===== src/hw/lpc_pkg.sv =====
// package: register map, field layout, reset values and timing for the led/phy control bank
package lpc_pkg;

    // word index of each register; byte address on the bus is four times the index
    localparam logic [5:0] LED_CONTROL_IDX      = 6'h18;
    localparam logic [5:0] PHY_GENERAL_CTRL_IDX = 6'h19;

    // led_control field positions
    localparam int LEDC_RATE_LSB   = 9;
    localparam int LEDC_POL_LSB    = 6;
    localparam int LEDC_DRIVE_LSB  = 3;
    localparam int LEDC_FORCE_LSB  = 0;

    // phy_general_control field positions
    localparam int PHYC_AUTO_XOVER = 15;
    localparam int PHYC_FORCE_XOVR = 14;
    localparam int PHYC_PAUSE_RX   = 13;
    localparam int PHYC_PAUSE_TX   = 12;
    localparam int PHYC_AN_LINK    = 11;
    localparam int PHYC_BYPASS     = 7;
    localparam int PHYC_CFG_LSB    = 5;
    localparam int PHYC_ADDR_LSB   = 0;

    // reset values, before the straps are taken in
    localparam logic [1:0] RATE_RST       = 2'h2;
    localparam logic [2:0] POL_RST        = 3'h0;
    localparam logic       AUTO_XOVER_RST = 1'h1;
    localparam logic [1:0] CFG_RST        = 2'h0;
    localparam logic [4:0] ADDR_RST       = 5'h01;

    // blink rate codes
    typedef enum logic [1:0] {
        LPC_RATE_20HZ = 2'b00,
        LPC_RATE_10HZ = 2'b01,
        LPC_RATE_5HZ  = 2'b10,
        LPC_RATE_2HZ  = 2'b11
    } lpc_rate_type;

    // timing: on/off durations in ms, clock in kHz, counts derived
    localparam int unsigned CLK_KHZ       = 10_000;
    localparam int unsigned BLINK_20HZ_MS = 50;
    localparam int unsigned BLINK_10HZ_MS = 100;
    localparam int unsigned BLINK_5HZ_MS  = 200;
    localparam int unsigned BLINK_2HZ_MS  = 500;
    localparam int unsigned STRETCH_MS    = 50;
    localparam int unsigned BLINK_20HZ_CYC = BLINK_20HZ_MS * CLK_KHZ;
    localparam int unsigned BLINK_10HZ_CYC = BLINK_10HZ_MS * CLK_KHZ;
    localparam int unsigned BLINK_5HZ_CYC  = BLINK_5HZ_MS * CLK_KHZ;
    localparam int unsigned BLINK_2HZ_CYC  = BLINK_2HZ_MS * CLK_KHZ;
    localparam int unsigned STRETCH_CYC    = STRETCH_MS * CLK_KHZ;
    localparam int          CNT_W          = 23;

    // live status from the transceiver core
    typedef struct packed {
        logic link_good;
        logic speed_100;
        logic full_duplex;
        logic an_complete;
        logic activity;
        logic collision;
    } lpc_status_type;

    // strap levels, valid while nrst is low and just after
    typedef struct packed {
        logic       speed_pol;
        logic       link_pol;
        logic       act_pol;
        logic       auto_xover;
        logic       cfg0;
        logic [4:0] addr;
    } lpc_strap_type;

    // pause advertisement bits 11:10 of local and partner words
    typedef struct packed {
        logic [1:0] local_advertisement;
        logic [1:0] partner_advertisement;
    } lpc_pause_adv_type;

endpackage


===== src/hw/lpc_regs.sv =====
// led control and phy general control registers behind a wishbone slave
// Behaviour
// - led_control bits 15:11 ignore writes and read zero.
// - blink rate 00/01/10/11 gives 50/100/200/500 ms phases; resets to 10.
// - polarity bits 8,7,6 set speed, link, activity led active high when 1.
// - polarities load from straps on the first edge after reset; software writes override them.
// - drive bits 5,4,3 put forced bits 2,1,0 on the leds, else normal.
// - forced bits hold on/off level, used only while drive bit set.
// - auto crossover enable resets from strap, default 1, enables detection.
// - forced crossover bit swaps transmit and receive pairs.
// - pause receive flag resolved from pause bits, only for full duplex.
// - pause transmit flag resolved the same way, only for full duplex.
// - link flag reads 1 only for negotiated 100 Mb/s full-duplex link.
// - stretching bypass shows raw status on leds, no pulse stretch.
// - mode 1: link led shows good link, activity led pulses on activity.
//
// Register access over Wishbone was decided locally.
`timescale 1ns/100ps
module lpc_regs #(
    parameter int unsigned BLINK_20HZ_CYCLES = lpc_pkg::BLINK_20HZ_CYC,
    parameter int unsigned BLINK_10HZ_CYCLES = lpc_pkg::BLINK_10HZ_CYC,
    parameter int unsigned BLINK_5HZ_CYCLES  = lpc_pkg::BLINK_5HZ_CYC,
    parameter int unsigned BLINK_2HZ_CYCLES  = lpc_pkg::BLINK_2HZ_CYC,
    parameter int unsigned STRETCH_CYCLES    = lpc_pkg::STRETCH_CYC
) (
    input  wire logic                      clk_sys,
    input  wire logic                      nrst,
    input  wire logic                      wb_cyc_i,
    input  wire logic                      wb_stb_i,
    input  wire logic                      wb_we_i,
    input  wire logic [7:0]                wb_adr_i,
    input  wire logic [3:0]                wb_sel_i,
    input  wire logic [31:0]               wb_dat_i,
    output logic      [31:0]               wb_dat_o,
    output logic                           wb_ack_o,
    input  wire lpc_pkg::lpc_status_type   status,
    input  wire lpc_pkg::lpc_strap_type    strap,
    input  wire lpc_pkg::lpc_pause_adv_type pause_adv,
    output logic                           speed_indicator_pin,
    output logic                           link_indicator_pin,
    output logic                           activity_indicator_pin,
    output logic                           auto_xover_en,
    output logic                           pair_swap,
    output logic                           mac_pause_rx,
    output logic                           mac_pause_tx
);

    // led_control storage
    logic [1:0]  rate_q;
    logic [2:0]  pol_q;        // speed, link, activity
    logic [2:0]  drive_q;      // speed, link, activity
    logic [2:0]  force_q;      // speed, link, activity

    // phy_general_control storage
    logic        auto_xover_q;
    logic        force_xover_q;
    logic        bypass_q;
    logic [1:0]  indicator_mode_select_q;
    logic [4:0]  strapped_device_address_q;

    // status flags, registered from the core
    logic        pause_rx_q;
    logic        pause_tx_q;
    logic        an_link_q;

    // bus state
    logic        ack_q;
    logic [31:0] rdat_q;
    logic        strap_done_q;

    // blink timebase
    logic [lpc_pkg::CNT_W-1:0] blink_cnt_q;
    logic [lpc_pkg::CNT_W-1:0] blink_lim_w;
    logic        blink_phase_q;
    logic        act_seen_q;

    // decode
    logic        req_w;
    logic        wr_w;
    logic        hit_led_w;
    logic        hit_phy_w;
    logic [15:0] led_rd_w;
    logic [15:0] phy_rd_w;

    // lane inputs
    logic        speed_ind_w;
    logic        link_ind_w;
    logic        act_ind_w;
    logic        pause_rx_d;
    logic        pause_tx_d;
    logic        hcd_fd_w;

    // a request is answered once; the cycle after ack is a quiet one
    assign req_w     = wb_cyc_i & wb_stb_i & ~ack_q;
    assign wr_w      = req_w & wb_we_i;
    assign hit_led_w = (wb_adr_i[1:0] == 2'h0) && (wb_adr_i[7:2] == lpc_pkg::LED_CONTROL_IDX);
    assign hit_phy_w = (wb_adr_i[1:0] == 2'h0)
                       && (wb_adr_i[7:2] == lpc_pkg::PHY_GENERAL_CTRL_IDX);

    // ack follows one cycle after the strobe and drops the next cycle
    always_ff @(posedge clk_sys or negedge nrst)
    begin
        if (!nrst)
            ack_q <= 1'b0;
        else
            ack_q <= req_w;
    end

    // straps are caught on the first edge after reset release, never under reset
    always_ff @(posedge clk_sys or negedge nrst)
    begin
        if (!nrst)
            strap_done_q <= 1'b0;
        else
            strap_done_q <= 1'b1;
    end

    // blink rate field; upper bits 15:11 have no storage at all
    always_ff @(posedge clk_sys or negedge nrst)
    begin
        if (!nrst)
            rate_q <= lpc_pkg::RATE_RST;
        else if (wr_w && hit_led_w && wb_sel_i[1])
            rate_q <= wb_dat_i[lpc_pkg::LEDC_RATE_LSB +: 2];
    end

    // polarity: strap first, then software has the last word
    always_ff @(posedge clk_sys or negedge nrst)
    begin
        if (!nrst)
            pol_q <= lpc_pkg::POL_RST;
        else if (wr_w && hit_led_w)
        begin
            if (wb_sel_i[1])
                pol_q[2] <= wb_dat_i[lpc_pkg::LEDC_POL_LSB + 2];
            if (wb_sel_i[0])
                pol_q[1:0] <= wb_dat_i[lpc_pkg::LEDC_POL_LSB +: 2];
        end
        else if (!strap_done_q)
            pol_q <= {strap.speed_pol, strap.link_pol, strap.act_pol};
    end

    // manual drive and forced levels
    always_ff @(posedge clk_sys or negedge nrst)
    begin
        if (!nrst)
        begin
            drive_q <= 3'h0;
            force_q <= 3'h0;
        end
        else if (wr_w && hit_led_w && wb_sel_i[0])
        begin
            drive_q <= wb_dat_i[lpc_pkg::LEDC_DRIVE_LSB +: 3];
            force_q <= wb_dat_i[lpc_pkg::LEDC_FORCE_LSB +: 3];
        end
    end

    // crossover controls; auto enable takes its strap once after reset
    always_ff @(posedge clk_sys or negedge nrst)
    begin
        if (!nrst)
        begin
            auto_xover_q  <= lpc_pkg::AUTO_XOVER_RST;
            force_xover_q <= 1'b0;
        end
        else if (wr_w && hit_phy_w && wb_sel_i[1])
        begin
            auto_xover_q  <= wb_dat_i[lpc_pkg::PHYC_AUTO_XOVER];
            force_xover_q <= wb_dat_i[lpc_pkg::PHYC_FORCE_XOVR];
        end
        else if (!strap_done_q)
            auto_xover_q <= strap.auto_xover;
    end

    // stretch bypass and led mode; mode bit 0 has a strap
    always_ff @(posedge clk_sys or negedge nrst)
    begin
        if (!nrst)
        begin
            bypass_q                <= 1'b0;
            indicator_mode_select_q <= lpc_pkg::CFG_RST;
        end
        else if (wr_w && hit_phy_w && wb_sel_i[0])
        begin
            bypass_q                <= wb_dat_i[lpc_pkg::PHYC_BYPASS];
            indicator_mode_select_q <= wb_dat_i[lpc_pkg::PHYC_CFG_LSB +: 2];
        end
        else if (!strap_done_q)
            indicator_mode_select_q[0] <= strap.cfg0;
    end

    // device address is read only, taken from straps and never written
    always_ff @(posedge clk_sys or negedge nrst)
    begin
        if (!nrst)
            strapped_device_address_q <= lpc_pkg::ADDR_RST;
        else if (!strap_done_q)
            strapped_device_address_q <= strap.addr;
    end

    // pause resolution on bit 10 (symmetric) and bit 11 (asymmetric)
    assign hcd_fd_w = status.an_complete & status.full_duplex;
    always_comb
    begin
        pause_rx_d = 1'b0;
        pause_tx_d = 1'b0;
        if (pause_adv.local_advertisement[0] && pause_adv.partner_advertisement[0])
        begin
            pause_rx_d = 1'b1;
            pause_tx_d = 1'b1;
        end
        else if (pause_adv.local_advertisement == 2'b11
                 && pause_adv.partner_advertisement == 2'b10)
            pause_rx_d = 1'b1;
        else if (pause_adv.local_advertisement == 2'b10
                 && pause_adv.partner_advertisement == 2'b11)
            pause_tx_d = 1'b1;
    end

    // flags are gated by a full-duplex negotiated result
    always_ff @(posedge clk_sys or negedge nrst)
    begin
        if (!nrst)
        begin
            pause_rx_q <= 1'b0;
            pause_tx_q <= 1'b0;
            an_link_q  <= 1'b0;
        end
        else
        begin
            pause_rx_q <= pause_rx_d & hcd_fd_w;
            pause_tx_q <= pause_tx_d & hcd_fd_w;
            an_link_q  <= status.link_good & status.speed_100 & hcd_fd_w;
        end
    end

    // phase length chosen by the rate field
    always_comb
    begin
        case (lpc_pkg::lpc_rate_type'(rate_q))
            lpc_pkg::LPC_RATE_20HZ: blink_lim_w = lpc_pkg::CNT_W'(BLINK_20HZ_CYCLES - 1);
            lpc_pkg::LPC_RATE_10HZ: blink_lim_w = lpc_pkg::CNT_W'(BLINK_10HZ_CYCLES - 1);
            lpc_pkg::LPC_RATE_5HZ:  blink_lim_w = lpc_pkg::CNT_W'(BLINK_5HZ_CYCLES - 1);
            lpc_pkg::LPC_RATE_2HZ:  blink_lim_w = lpc_pkg::CNT_W'(BLINK_2HZ_CYCLES - 1);
            default:                blink_lim_w = lpc_pkg::CNT_W'(BLINK_5HZ_CYCLES - 1);
        endcase
    end

    // free running blink; >= lets a rate change to a shorter phase wrap at once
    always_ff @(posedge clk_sys or negedge nrst)
    begin
        if (!nrst)
        begin
            blink_cnt_q   <= '0;
            blink_phase_q <= 1'b0;
        end
        else if (blink_cnt_q >= blink_lim_w)
        begin
            blink_cnt_q   <= '0;
            blink_phase_q <= ~blink_phase_q;
        end
        else
            blink_cnt_q <= blink_cnt_q + 1'b1;
    end

    // activity seen in the current blink cycle; cleared at the end of an off phase
    always_ff @(posedge clk_sys or negedge nrst)
    begin
        if (!nrst)
            act_seen_q <= 1'b0;
        else if (status.activity)
            act_seen_q <= 1'b1;
        else if (blink_cnt_q >= blink_lim_w && !blink_phase_q)
            act_seen_q <= 1'b0;
    end

    // led meanings per mode; speed shows the rate in every mode
    always_comb
    begin
        speed_ind_w = status.speed_100;
        link_ind_w  = status.link_good;
        act_ind_w   = status.activity;
        if (indicator_mode_select_q == 2'b10)
        begin
            link_ind_w = status.link_good & (~act_seen_q | blink_phase_q);
            act_ind_w  = status.full_duplex;
        end
        else if (!indicator_mode_select_q[0])
            act_ind_w = status.collision;
    end

    // lanes: stretching skips the blinking link led so its off phase stays visible
    lpc_led_lane #(.STRETCH_CYCLES(STRETCH_CYCLES)) u_speed_lane (
        .clk_sys     (clk_sys),
        .nrst        (nrst),
        .ind         (speed_ind_w),
        .stretch_en  (~bypass_q),
        .active_high (pol_q[2]),
        .force_en    (drive_q[2]),
        .force_val   (force_q[2]),
        .pin         (speed_indicator_pin)
    );

    lpc_led_lane #(.STRETCH_CYCLES(STRETCH_CYCLES)) u_link_lane (
        .clk_sys     (clk_sys),
        .nrst        (nrst),
        .ind         (link_ind_w),
        .stretch_en  (~bypass_q & (indicator_mode_select_q[0] | ~indicator_mode_select_q[1])),
        .active_high (pol_q[1]),
        .force_en    (drive_q[1]),
        .force_val   (force_q[1]),
        .pin         (link_indicator_pin)
    );

    lpc_led_lane #(.STRETCH_CYCLES(STRETCH_CYCLES)) u_act_lane (
        .clk_sys     (clk_sys),
        .nrst        (nrst),
        .ind         (act_ind_w),
        .stretch_en  (~bypass_q),
        .active_high (pol_q[0]),
        .force_en    (drive_q[0]),
        .force_val   (force_q[0]),
        .pin         (activity_indicator_pin)
    );

    // read images; reserved fields are constant zero
    assign led_rd_w = {5'h00, rate_q, pol_q, drive_q, force_q};
    assign phy_rd_w = {auto_xover_q, force_xover_q, pause_rx_q, pause_tx_q, an_link_q,
                       3'h0, bypass_q, indicator_mode_select_q, strapped_device_address_q};

    // read data registered with the ack; unmapped addresses read zero
    always_ff @(posedge clk_sys or negedge nrst)
    begin
        if (!nrst)
            rdat_q <= 32'h0000_0000;
        else if (req_w)
        begin
            if (hit_led_w)
                rdat_q <= {16'h0000, led_rd_w};
            else if (hit_phy_w)
                rdat_q <= {16'h0000, phy_rd_w};
            else
                rdat_q <= 32'h0000_0000;
        end
    end

    // control outputs, each registered one cycle behind its register
    always_ff @(posedge clk_sys or negedge nrst)
    begin
        if (!nrst)
        begin
            auto_xover_en <= lpc_pkg::AUTO_XOVER_RST;
            pair_swap     <= 1'b0;
            mac_pause_rx  <= 1'b0;
            mac_pause_tx  <= 1'b0;
        end
        else
        begin
            auto_xover_en <= auto_xover_q;
            pair_swap     <= force_xover_q;
            mac_pause_rx  <= pause_rx_q;
            mac_pause_tx  <= pause_tx_q;
        end
    end

    assign wb_ack_o = ack_q;
    assign wb_dat_o = rdat_q;

endmodule


===== src/hw/lpc_led_lane.sv =====
// one led output lane: pulse stretch, forced override, polarity and output flop
`timescale 1ns/100ps
module lpc_led_lane #(
    parameter int unsigned STRETCH_CYCLES = lpc_pkg::STRETCH_CYC
) (
    input  wire logic clk_sys,
    input  wire logic nrst,
    input  wire logic ind,
    input  wire logic stretch_en,
    input  wire logic active_high,
    input  wire logic force_en,
    input  wire logic force_val,
    output logic      pin
);

    logic [lpc_pkg::CNT_W-1:0] hold_q;
    logic                      on_w;
    logic                      lvl_w;

    // hold time restarts on every pulse so short bursts stay visible
    always_ff @(posedge clk_sys or negedge nrst)
    begin
        if (!nrst)
            hold_q <= '0;
        else if (ind)
            hold_q <= lpc_pkg::CNT_W'(STRETCH_CYCLES - 1);
        else if (hold_q != '0)
            hold_q <= hold_q - 1'b1;
    end

    // bypass shows the raw indication
    assign on_w  = ind | (stretch_en & (hold_q != '0));
    assign lvl_w = force_en ? force_val : on_w;

    // polarity applied last so forced values obey it too
    always_ff @(posedge clk_sys or negedge nrst)
    begin
        if (!nrst)
            pin <= 1'b1;                                  // off for active low
        else
            pin <= active_high ? lvl_w : ~lvl_w;
    end

endmodule


===== config.mk =====
export PLATFORM = sky130hd
export DESIGN_NAME = lpc_regs
export DESIGN_NICKNAME = d
export VERILOG_FILES = /design/src/hw/lpc_pkg.sv /design/src/hw/lpc_regs.sv /design/src/hw/lpc_led_lane.sv
export SDC_FILE = /design/constraint.sdc
export NUM_CORES = 1
export LEC_CHECK = 0
export BUFFER_PORTS_ARGS = -buffer_cell sky130_fd_sc_hd__buf_2
export CAP_MARGIN = 20
export CORE_MARGIN = 5
export CORE_UTILIZATION = 25
export CTS_CLUSTER_DIAMETER = 80
export DETAILED_ROUTE_END_ITERATION = 16
export HOLD_SLACK_MARGIN = 0.05
export PLACE_DENSITY = 0.39
export SLEW_MARGIN = 20
export SYNTH_ARGS = -nofsm -noshare
export SYNTH_HDL_FRONTEND = slang
export SYNTH_HIERARCHICAL = 1
export SYNTH_SLANG_ARGS = --single-unit

===== constraint.sdc =====
create_clock -name clk_sys -period 4.39 [get_ports clk_sys]
set_input_delay 0.878 -clock clk_sys [delete_from_list [all_inputs] [get_ports clk_sys]]
set_output_delay 0.878 -clock clk_sys [all_outputs]
set_load 0.1 [all_outputs]

Word level (Yosys, flattened, before mapping). Index checks and enable logic that the tools add are counted.

$add $sub $neg: 4. Multiply operators: 0. Div/mod/pow operators: 0. Order comparisons: 1. Eq/ne operators: 15. Shifts and indexed selects: 0. Muxes and demuxes: 34. Bitwise operators: 26. Reduce and logical (&&, ||, !) cells: 24.

Operators with widths (count): two-way mux 23 bit (7); case mux 23 bit (4 select lines) (1); nonzero test 23 bit (3); subtractor 23 x 1 -> 23 bit (second input constant) (3); two-way mux 16 bit (2); adder 23 x 1 -> 23 bit (second input constant) (1); greater-or-equal comparator 23 bit (1); two-way mux 1 bit (21); == test 2 bit (second input constant) (7); AND 1 bit (13); == test 6 x 5 -> 1 bit (second input constant) (2); logical AND 1 bit (12); inverter 1 bit (8); nonzero test 2 bit (4); two-way mux 3 bit (2); inequality test 2 x 1 -> 1 bit (second input constant) (3); OR 1 bit (5); logical NOT 2 bit (2); inequality test 2 bit (second input constant) (2); AND reduction 2 bit (2); == test 2 x 1 -> 1 bit (second input constant) (1); two-way mux 2 bit (1); logical NOT 1 bit (1).

Bits in registers: 159. Latch bits: 0. RAM bits: 0. ROM bits: 0. Bits of input ports: 69. Memories kept: 0.

Logic depth before layout (Yosys ltp). Gate-level depths: netlist (run 1).

Depth after elaboration: 8. Depth in mapped cells: 10.

By module. Netlist (run 1), hierarchy kept.

By module, submodules not included: lpc_led_lane (instances 3, cells each 137, area an instance 1305.0 um^2, sequential area each 601.8 um^2); lpc_regs (instances 1, cells each 356, area an instance 3632.2 um^2, sequential area each 1781.7 um^2).

Worst setup path after synthesis (run 1). OpenSTA, ideal clock, no wires.

Kind: register to register. From: register rate_q[1]. To: register blink_cnt_q[14] (netlist bit). Arrival: 2.320 ns. Data required time: 4.258 ns. Setup slack: 1.938 ns. Stages on the path, launching flop included: 11. Buffers on the path: 1. Path through: dfstp_2 > inv_1 > ha_1 > o21bai_1 > ha_1 > nand4b_1 > nor4_1 > nand3_1 > nand3_1 > clkbuf_1 > nor2_1.

Longest elaborated chain between the ends: 4. Elaborated cells between the ends (all ways): 7. Those cells by class: order compare: 1; eq/ne: 3; mux: 2; reduce/logical: 1.

RTL lines: start: declaration (RTL line lpc_regs.sv:49) `logic [1:0] rate_q;`; start signal: assignment (RTL line lpc_regs.sv:122) `rate_q <= lpc_pkg::RATE_RST;`; start signal: assignment (RTL line lpc_regs.sv:124) `rate_q <= wb_dat_i[lpc_pkg::LEDC_RATE_LSB +: 2];`; == test 2 bit (tied with other cells) (RTL line lpc_regs.sv:240) `case (lpc_pkg::lpc_rate_type'(rate_q))`; case mux 23 bit (4 select lines) * (RTL line lpc_regs.sv:240); greater-or-equal comparator 23 bit * (RTL line lpc_regs.sv:257) `else if (blink_cnt_q >= blink_lim_w)`; two-way mux 23 bit * (RTL line lpc_regs.sv:257); end signal: assignment (RTL line lpc_regs.sv:263) `blink_cnt_q <= blink_cnt_q + 1'b1;`; end: declaration (RTL line lpc_regs.sv:72) `logic [lpc_pkg::CNT_W-1:0] blink_cnt_q;`.

Every way passes the cells marked *; elsewhere a longest branch is shown, timed or not. The select of a mux whose other input is x is not followed. A chain may end at the register's enable or synchronous reset.

Final worst setup path (run 1).
From: register rate_q[1]. To: register blink_cnt_q[7] (netlist bit).

The elaborated chain is that of the path after synthesis.

==> impl_results.md, run 1 <==
* Status: completed
* Flip-flop and latch count after synthesis at 143
* Clock root buffer: sky130_fd_sc_hd__clkbuf_16
* Clock transition at the register clock pins on the worst setup and hold paths after CTS at 0.07 ns
* Multi-input combinational cell area at 0.00369 mm2
* Capture point of the worst path: blink_cnt_q[7]$_DFF_PN0_
* Post-layout minimum cycle time at 2.94 ns
* Arrival time at the worst endpoint at 3.28 ns
* First-iteration detailed-routing DRC count at 268
* Total standard cell area after synthesis at 0.00755 mm2
* Maximum Capacitance Violations at 0
* Number of clock sinks seen by CTS at 143
* Placed cell count at 1,208
* Clk_lat worst skew at 0.43 ns
* Final Hold Violating Endpoints at 0
* Count of final setup violators at 0
* Final non-filler cell total at 1,240
* Category of the most critical setup path: reg -> reg
* Post-CTS Hold Fix Bufs at 0
* Worst setup path startpoint: rate_q[1]$_DFFE_PN1P_
* Area of all sequential standard cells at 0.00359 mm2
* Top area cells in the synthesized netlist: sky130_fd_sc_hd__dfrtp_1 (45%), sky130_fd_sc_hd__xnor2_1 (5.9%), sky130_fd_sc_hd__nor2_1 (5.2%), sky130_fd_sc_hd__nand2_1 (3.9%), sky130_fd_sc_hd__ha_1 (3.6%)
* Cell taking the most area after synthesis: sky130_fd_sc_hd__dfrtp_1
* Routed Wire Length at 19,900 um
* Die boundary height at 184 um
* Post-route setup slack at 1.45 ns
* Sequential fraction of the synthesis area at 0.475
* Total inserted antenna cells at 0
* Largest fanout of any net on the critical path at 17
* First-pass GRT wire length at 32,100 um
* Final design area excluding fillers at 0.00889 mm2
* Die footprint at 0.0338 mm2
* Final setup skew at 0.0113 ns
* Largest net degree at the start of global routing at 63
* Transition at the pin with the smallest max-transition slack at 1.06 ns
* Width of the die at 184 um
* Peak clock frequency supported by timing at 0.340 GHz
* Area grow syn2layout at 17.9%
* Power density normalized to cell area at 368 mW/mm2
* Initial Util at 0.254
* Cells after synthesis at 767
* R2R Path Start: rate_q[1]$_DFFE_PN1P_
* WL per Instance at 16.1 um
* Estimated wirelength of the detail-placed design at 14,300 um
* Static Leakage at 3.76 nW
* Number of filler instances in the final layout at 3,112
* Critical path endpoint category: flip-flop
* Maximum vdd ir drop at 257 uV
* Setup Total Neg Slack at 0 ns
* Overall global routing resource usage at 0.121
* Terminus of the critical flop-to-flop path: blink_cnt_q[7]$_DFF_PN0_
* Post-DR vias/cell at 4.61
* Data required time of the worst path at 4.73 ns
* Share of the clock period used by the worst path after layout at 0.669
* Placer Congestion at 0.732
* Sum of internal, switching and leakage power at 3.27 mW
* Buffers inserted by post-CTS timing repair at 0
* Antenna violations before repair at 0
* Count of pins on the block boundary at 109
* CTS tree: yes
* H-tree depth reported by CTS at 4
* Grt ovf at 0
* Nets at 928
* Total number of vias at 5,717
* Clock Tree Buf Depth at 2
* Post-CTS resize count at 0
* Setup WS pre-CTS at 1.34 ns
* Number of global-route vias before repair at 5,640
* Number of flops mapped to enable cells by yosys at 0
* Synthesized area divided by synthesized cell count at 9.84 um2
* Slew Viols, Final at 0
* Path category of the worst min-delay check: reg -> reg
* Count of port buffers added during placement at 71
* DRC errors left at 0
* Portion of synthesized cell area occupied by the leading cell type at 0.451
* RSZ-0062 raised after global routing: false
* Detailed Routing Iterations Pass 1 at 4
* Worst relative slew slack at 0.291
* Synth warnings at 6
* Post-route antenna net violation count at 0
* Standard-cell row count at 63
* Reg2reg path depth at 10
* Layout cells sized above 1 at 0.184
* Main synth FF type: sky130_fd_sc_hd__dfrtp_1
* Startpoint Class: flip-flop
* Unique cell type count in the Yosys netlist at 60
* Area of the placeable core at 0.0297 mm2
* Placed cell areas at 0.00829 mm2
* R2r setup slk at 1.45 ns
* Number of buffers inserted during clock tree synthesis at 17
* FFs w/ async S/R, synth at 1.00
## where the power goes
group / total [mW] / switching, mW / internal [mW]
clock: 1.51 / 0.630 / 0.881
sequential: 1.39 / 0.0337 / 1.36
combinational: 0.366 / 0.292 / 0.0737
## state kept, by name, indices dropped and copies added (netlist names), 2 cells and up
register	count
u_link_lane/hold_q	23
wb_dat_o	16
strapped_device_address_q	5
u_act_lane/hold_q	23
drive_q	3
force_q	3
indicator_mode_select_q	2
u_speed_lane/hold_q	23
blink_cnt_q	23
rate_q	2
pol_q	3
## cells in the final DEF, fill, tap and decap left out, types with 4 or more instances in the layout
cell type / Yosys / layout
sky130_fd_sc_hd__a2111oi_0: 9 / 9
sky130_fd_sc_hd__a211oi_1: 5 / 5
sky130_fd_sc_hd__a21boi_0: 6 / 6
sky130_fd_sc_hd__a21oi_1: 38 / 38
sky130_fd_sc_hd__a221oi_1: 8 / 8
sky130_fd_sc_hd__a31oi_1: 7 / 7
sky130_fd_sc_hd__and3_1: 7 / 7
sky130_fd_sc_hd__and4_1: 4 / 4
sky130_fd_sc_hd__buf_2: 9 / 70
sky130_fd_sc_hd__buf_4: 16 / 7
sky130_fd_sc_hd__clkbuf_16: 0 / 17
sky130_fd_sc_hd__conb_1: 2 / 17
sky130_fd_sc_hd__dfrtp_1: 136 / 136
sky130_fd_sc_hd__dfstp_2: 7 / 7
sky130_fd_sc_hd__ha_1: 22 / 22
sky130_fd_sc_hd__inv_1: 24 / 24
sky130_fd_sc_hd__inv_6: 0 / 5
sky130_fd_sc_hd__mux2_1: 6 / 6
sky130_fd_sc_hd__mux2_2: 13 / 13
sky130_fd_sc_hd__nand2_1: 78 / 78
sky130_fd_sc_hd__nand2b_1: 6 / 6
sky130_fd_sc_hd__nand3_1: 29 / 29
sky130_fd_sc_hd__nand4_1: 16 / 16
sky130_fd_sc_hd__nand4b_1: 6 / 6
sky130_fd_sc_hd__nor2_1: 105 / 105
sky130_fd_sc_hd__nor2b_1: 6 / 6
sky130_fd_sc_hd__nor3_1: 20 / 19
sky130_fd_sc_hd__nor3b_1: 6 / 6
sky130_fd_sc_hd__nor4_1: 11 / 11
sky130_fd_sc_hd__nor4_2: 6 / 6
sky130_fd_sc_hd__nor4b_1: 6 / 6
sky130_fd_sc_hd__o21ai_0: 8 / 7
sky130_fd_sc_hd__o21ai_1: 4 / 5
sky130_fd_sc_hd__o31ai_1: 5 / 5
sky130_fd_sc_hd__or2_2: 4 / 4
sky130_fd_sc_hd__xnor2_1: 51 / 51
sky130_fd_sc_hd__xor2_1: 18 / 18
## cell usage after synthesis (5+ instances only)
master and n:
sky130_fd_sc_hd__mux2_2 13, sky130_fd_sc_hd__clkbuf_1 17, sky130_fd_sc_hd__a21boi_0 6, sky130_fd_sc_hd__buf_2 9, sky130_fd_sc_hd__and3_1 7, sky130_fd_sc_hd__mux2_1 6
sky130_fd_sc_hd__o31ai_1 5, sky130_fd_sc_hd__dfrtp_1 136, sky130_fd_sc_hd__a221oi_1 8, sky130_fd_sc_hd__nand4_1 16, sky130_fd_sc_hd__nor4_1 11, sky130_fd_sc_hd__nor2b_1 6
sky130_fd_sc_hd__nor3b_1 6, sky130_fd_sc_hd__inv_1 24, sky130_fd_sc_hd__a21oi_1 38, sky130_fd_sc_hd__nor4_2 6, sky130_fd_sc_hd__buf_4 16, sky130_fd_sc_hd__nor3_1 20
sky130_fd_sc_hd__a2111oi_0 9, sky130_fd_sc_hd__nand2_1 78, sky130_fd_sc_hd__xor2_1 18, sky130_fd_sc_hd__a211oi_1 5, sky130_fd_sc_hd__xnor2_1 51, sky130_fd_sc_hd__nor4b_1 6
sky130_fd_sc_hd__o21ai_0 8, sky130_fd_sc_hd__a31oi_1 7, sky130_fd_sc_hd__nand3_1 29, sky130_fd_sc_hd__nand2b_1 6, sky130_fd_sc_hd__dfstp_2 7, sky130_fd_sc_hd__nand4b_1 6
sky130_fd_sc_hd__ha_1 22, sky130_fd_sc_hd__nor2_1 105
## critical path, cell delays in order, from the launching register on
cell	delay, ns
sky130_fd_sc_hd__dfstp_2	0.60
sky130_fd_sc_hd__inv_1	0.09
sky130_fd_sc_hd__ha_1	0.23
sky130_fd_sc_hd__o21bai_1	0.21
sky130_fd_sc_hd__ha_1	0.33
sky130_fd_sc_hd__a21oi_1	0.15
sky130_fd_sc_hd__nand2_1	0.07
sky130_fd_sc_hd__o31ai_1	0.32
sky130_fd_sc_hd__nand3_1	0.38
sky130_fd_sc_hd__buf_4	0.35
sky130_fd_sc_hd__nor2_1	0.12
## how the worst min path moves through the flow
stage / start / endpoint / slack [ns] / cells after the start
global placement: pause_tx_q$_DFF_PN0_ / mac_pause_tx$_DFF_PN0_ / 0.36 / 0
CTS: auto_xover_q$_DFFE_PN1P_ / auto_xover_en$_DFF_PN1_ / 0.38 / 0
detailed placement: pause_tx_q$_DFF_PN0_ / mac_pause_tx$_DFF_PN0_ / 0.37 / 0
finish: auto_xover_q$_DFFE_PN1P_ / auto_xover_en$_DFF_PN1_ / 0.38 / 0
floorplan: pause_rx_q$_DFF_PN0_ / mac_pause_rx$_DFF_PN0_ / 0.35 / 0
global route: pause_rx_q$_DFF_PN0_ / mac_pause_rx$_DFF_PN0_ / 0.39 / 0
## kinds of logic after synthesis
kind of cell,after synthesis,share of synthesized area
xor gates and xnor gates,69,0.0801
buffers and inverters,68,0.0443
and+or+nand+nor,331,0.233
adders and majority gates,22,0.0365
muxes,22,0.0323
AOI/OAI and AO/OA,110,0.0972
DFF,143,0.475
other,2,0.000995
## area by class of cell
cell class / instances / area share
inverters: 25 / 0.0106
clock inverters: 13 / 0.0170
well taps: 390 / 0.0549
flip-flops and latches: 143 / 0.403
repair buffers: 79 / 0.0488
multi-input cells: 571 / 0.415
clock buffers: 19 / 0.0509
## layer usage
metal	vias up	share of wire	global-route usage
li1	2820	-	-
met1	2791	0.52	0.179
met2	92	0.44	0.182
met3	14	0.032	0.0222
met4	0	0.0097	0.0328
met5	-	0	0
## through the flow
step | hold slack [ns] | util
final | 0.377 | 0.299
after global placement | 0.363 | 0.279
after detailed placement | 0.367 | 0.279
after floorplan | 0.353 | -
after CTS | 0.380 | 0.299
after global routing | 0.387 | 0.299
Power figures use the tool's default switching activity.
==> inputs of run 2 (changes only) <==
Clock period 4.39 ns to 2.9 ns, I/O delays scaled along.
==> run 2 against run 1 <==
  * First-iteration DRC count is 20% higher
  * Cell area is 1.0% higher
  * Total power is 47% higher
  * Maximum frequency is 13% higher
  * Highest routed layer unchanged
==> impl_results.md, run 2 (synthesis gave the netlist of run 1 again) <==
* Status: completed
* WL per Instance at 16.0 um (-0.41%)
* Detailed Routing Iterations Pass 1 at 4 (unchanged)
* Largest net degree at the start of global routing at 54 (-14%)
* First-pass GRT wire length at 32,500 um (+1.1%)
* Setup Total Neg Slack at 0 ns (unchanged)
* Slew Viols, Final at 0 (unchanged)
* Static Leakage at 3.82 nW (+1.9%)
* Capture point of the worst path: blink_cnt_q[8]$_DFF_PN0_
* Placed cell areas at 0.00842 mm2 (+1.5%)
* Maximum vdd ir drop at 356 uV (+38%)
* CTS tree: yes
* H-tree depth reported by CTS at 4 (unchanged)
* Post-DR vias/cell at 4.49 (-2.6%)
* Final design area excluding fillers at 0.00898 mm2 (+1.0%)
* Maximum Capacitance Violations at 0 (unchanged)
* Arrival time at the worst endpoint at 2.91 ns (-0.37 ns)
* Routed Wire Length at 20,100 um (+0.79%)
* Power density normalized to cell area at 536 mW/mm2 (+46%)
* Startpoint Class: flip-flop
* Terminus of the critical flop-to-flop path: blink_cnt_q[8]$_DFF_PN0_
* Post-CTS resize count at 0 (unchanged)
* Path category of the worst min-delay check: in -> async
* Clk_lat worst skew at 0.43 ns (about the same)
* Total number of vias at 5,636 (-1.4%)
* Post-CTS Hold Fix Bufs at 0 (unchanged)
* Count of port buffers added during placement at 71 (unchanged)
* Clock root buffer: sky130_fd_sc_hd__clkbuf_16
* Layout cells sized above 1 at 0.197 (+0.0130)
* R2r setup slk at 0.30 ns (-1.16 ns)
* Estimated wirelength of the detail-placed design at 14,600 um (+2.5%)
* Width of the die at 184 um (unchanged)
* First-iteration detailed-routing DRC count at 322 (+20%)
* Data required time of the worst path at 3.21 ns (-1.52 ns)
* Grt ovf at 0 (unchanged)
* Number of filler instances in the final layout at 3,124 (+0.39%)
* Area grow syn2layout at 19.0%
* Layout Utilization at 0.302 (+0.00299)
* Number of global-route vias before repair at 5,809 (+3.0%)
* Buffers inserted by post-CTS timing repair at 0 (unchanged)
* Die footprint at 0.0338 mm2 (unchanged)
* R2R Path Start: rate_q[1]$_DFFE_PN1P_
* Placer Congestion at 0.738 (+0.86%)
* Largest fanout of any net on the critical path at 13 (-4)
* Leading cell type in the layout, fill and taps excluded: sky130_fd_sc_hd__dfrtp_1
* Critical path endpoint category: flip-flop
* Count of pins on the block boundary at 109 (unchanged)
* Worst Hold Margin at 0.122 ns (-0.255 ns)
* Total inserted antenna cells at 0 (unchanged)
* Count of final setup violators at 0 (unchanged)
* Final setup skew at 0.0113 ns (-0.0000350 ns)
* Placed cell count at 1,223 (+1.2%)
* Post-route antenna net violation count at 0 (unchanged)
* Share of the clock period used by the worst path after layout at 0.898 (+0.229)
* Initial Util at 0.254 (unchanged)
* Category of the most critical setup path: reg -> reg
* Leading cell types in the layout, fill and taps excluded: sky130_fd_sc_hd__dfrtp_1 (136), sky130_fd_sc_hd__nor2_1 (105), sky130_fd_sc_hd__nand2_1 (78), sky130_fd_sc_hd__buf_2 (70), sky130_fd_sc_hd__xnor2_1 (51)
* Nets at 943 (+1.6%)
* Worst setup path startpoint: rate_q[1]$_DFFE_PN1P_
* Area of the placeable core at 0.0297 mm2 (unchanged)
* Peak clock frequency supported by timing at 0.384 GHz (+13%)
* Clock Tree Buf Depth at 2 (unchanged)
* Reg2reg path depth at 10 (unchanged)
* Final Hold Violating Endpoints at 0 (unchanged)
* Overall global routing resource usage at 0.123 (+0.00163)
* Number of buffers inserted during clock tree synthesis at 17 (unchanged)
* Post-layout minimum cycle time at 2.60 ns (-0.334 ns)
* Transition at the pin with the smallest max-transition slack at 0.673 ns (-0.386 ns)
* Number of clock sinks seen by CTS at 143 (unchanged)
* Worst relative slew slack at 0.547 (+0.257)
* Clock transition at the register clock pins on the worst setup and hold paths after CTS at 0.06 ns (about the same)
* DRC errors left at 0 (unchanged)
* Antenna violations before repair at 0 (unchanged)
* Die boundary height at 184 um (unchanged)
* Standard-cell row count at 63 (unchanged)
* Final non-filler cell total at 1,255 (+1.2%)
* RSZ-0062 raised after global routing: false
[run 2: report_power, final]
part / total (mW) / internal [mW] / switching, mW
Sequential: 2.11 / 2.06 / 0.0497
Combinational: 0.557 / 0.116 / 0.442
Clock: 2.15 / 1.23 / 0.920
Total: 4.82 / 3.40 / 1.41
[run 2: per-stage QoR]
step | power [mW] | setup slack [ns]
after floorplan | 2.55 | 0.448
after global placement | 2.71 | 0.264
after detailed placement | 2.71 | 0.266
after CTS | 4.91 | 0.260
after global routing | 5.03 | 0.0570
final | 4.82 | 0.295
[run 2: routing by layer]
layer,GRT usage,part of all wire,vias up
li1,-,-,2849
met1,0.175,0.50,2691
met2,0.190,0.45,84
met3,0.0235,0.042,12
met4,0.0346,0.011,0
met5,0,0,-
[run 2: how the worst min path moves through the flow]
stage,start,to,cells past startpoint
floorplan,nrst,act_seen_q$_DFFE_PN0P_,0
global placement,pause_tx_q$_DFF_PN0_,mac_pause_tx$_DFF_PN0_,0
finish,nrst,wb_dat_o[0]$_DFFE_PN0P_,1
detailed placement,pause_tx_q$_DFF_PN0_,mac_pause_tx$_DFF_PN0_,0
global route,nrst,wb_dat_o[0]$_DFFE_PN0P_,1
CTS,nrst,u_speed_lane/hold_q[0]$_DFFE_PN0P_,1
[run 2: layout make-up]
type                            count  area [um2]  area share
Timing Repair Buffer               94         559      0.0623
Inverter                           25        93.8      0.0104
Clock inverter                     12         111      0.0124
Multi-Input combinational cell    571        3690       0.410
Clock buffer                       20         457      0.0508
Sequential cell                   143        3590       0.399
Tap cell                          390         488      0.0543
[run 2: critical path: stages, from the launching register on]
cell and delay, ns:
sky130_fd_sc_hd__dfstp_2 0.60, sky130_fd_sc_hd__inv_1 0.09, sky130_fd_sc_hd__ha_1 0.23, sky130_fd_sc_hd__o21bai_1 0.20, sky130_fd_sc_hd__ha_1 0.33, sky130_fd_sc_hd__nand4b_1 0.16, sky130_fd_sc_hd__nor4_1 0.26, sky130_fd_sc_hd__nand3_1 0.14
sky130_fd_sc_hd__nand3_1 0.17, sky130_fd_sc_hd__buf_4 0.23, sky130_fd_sc_hd__nor2_1 0.07
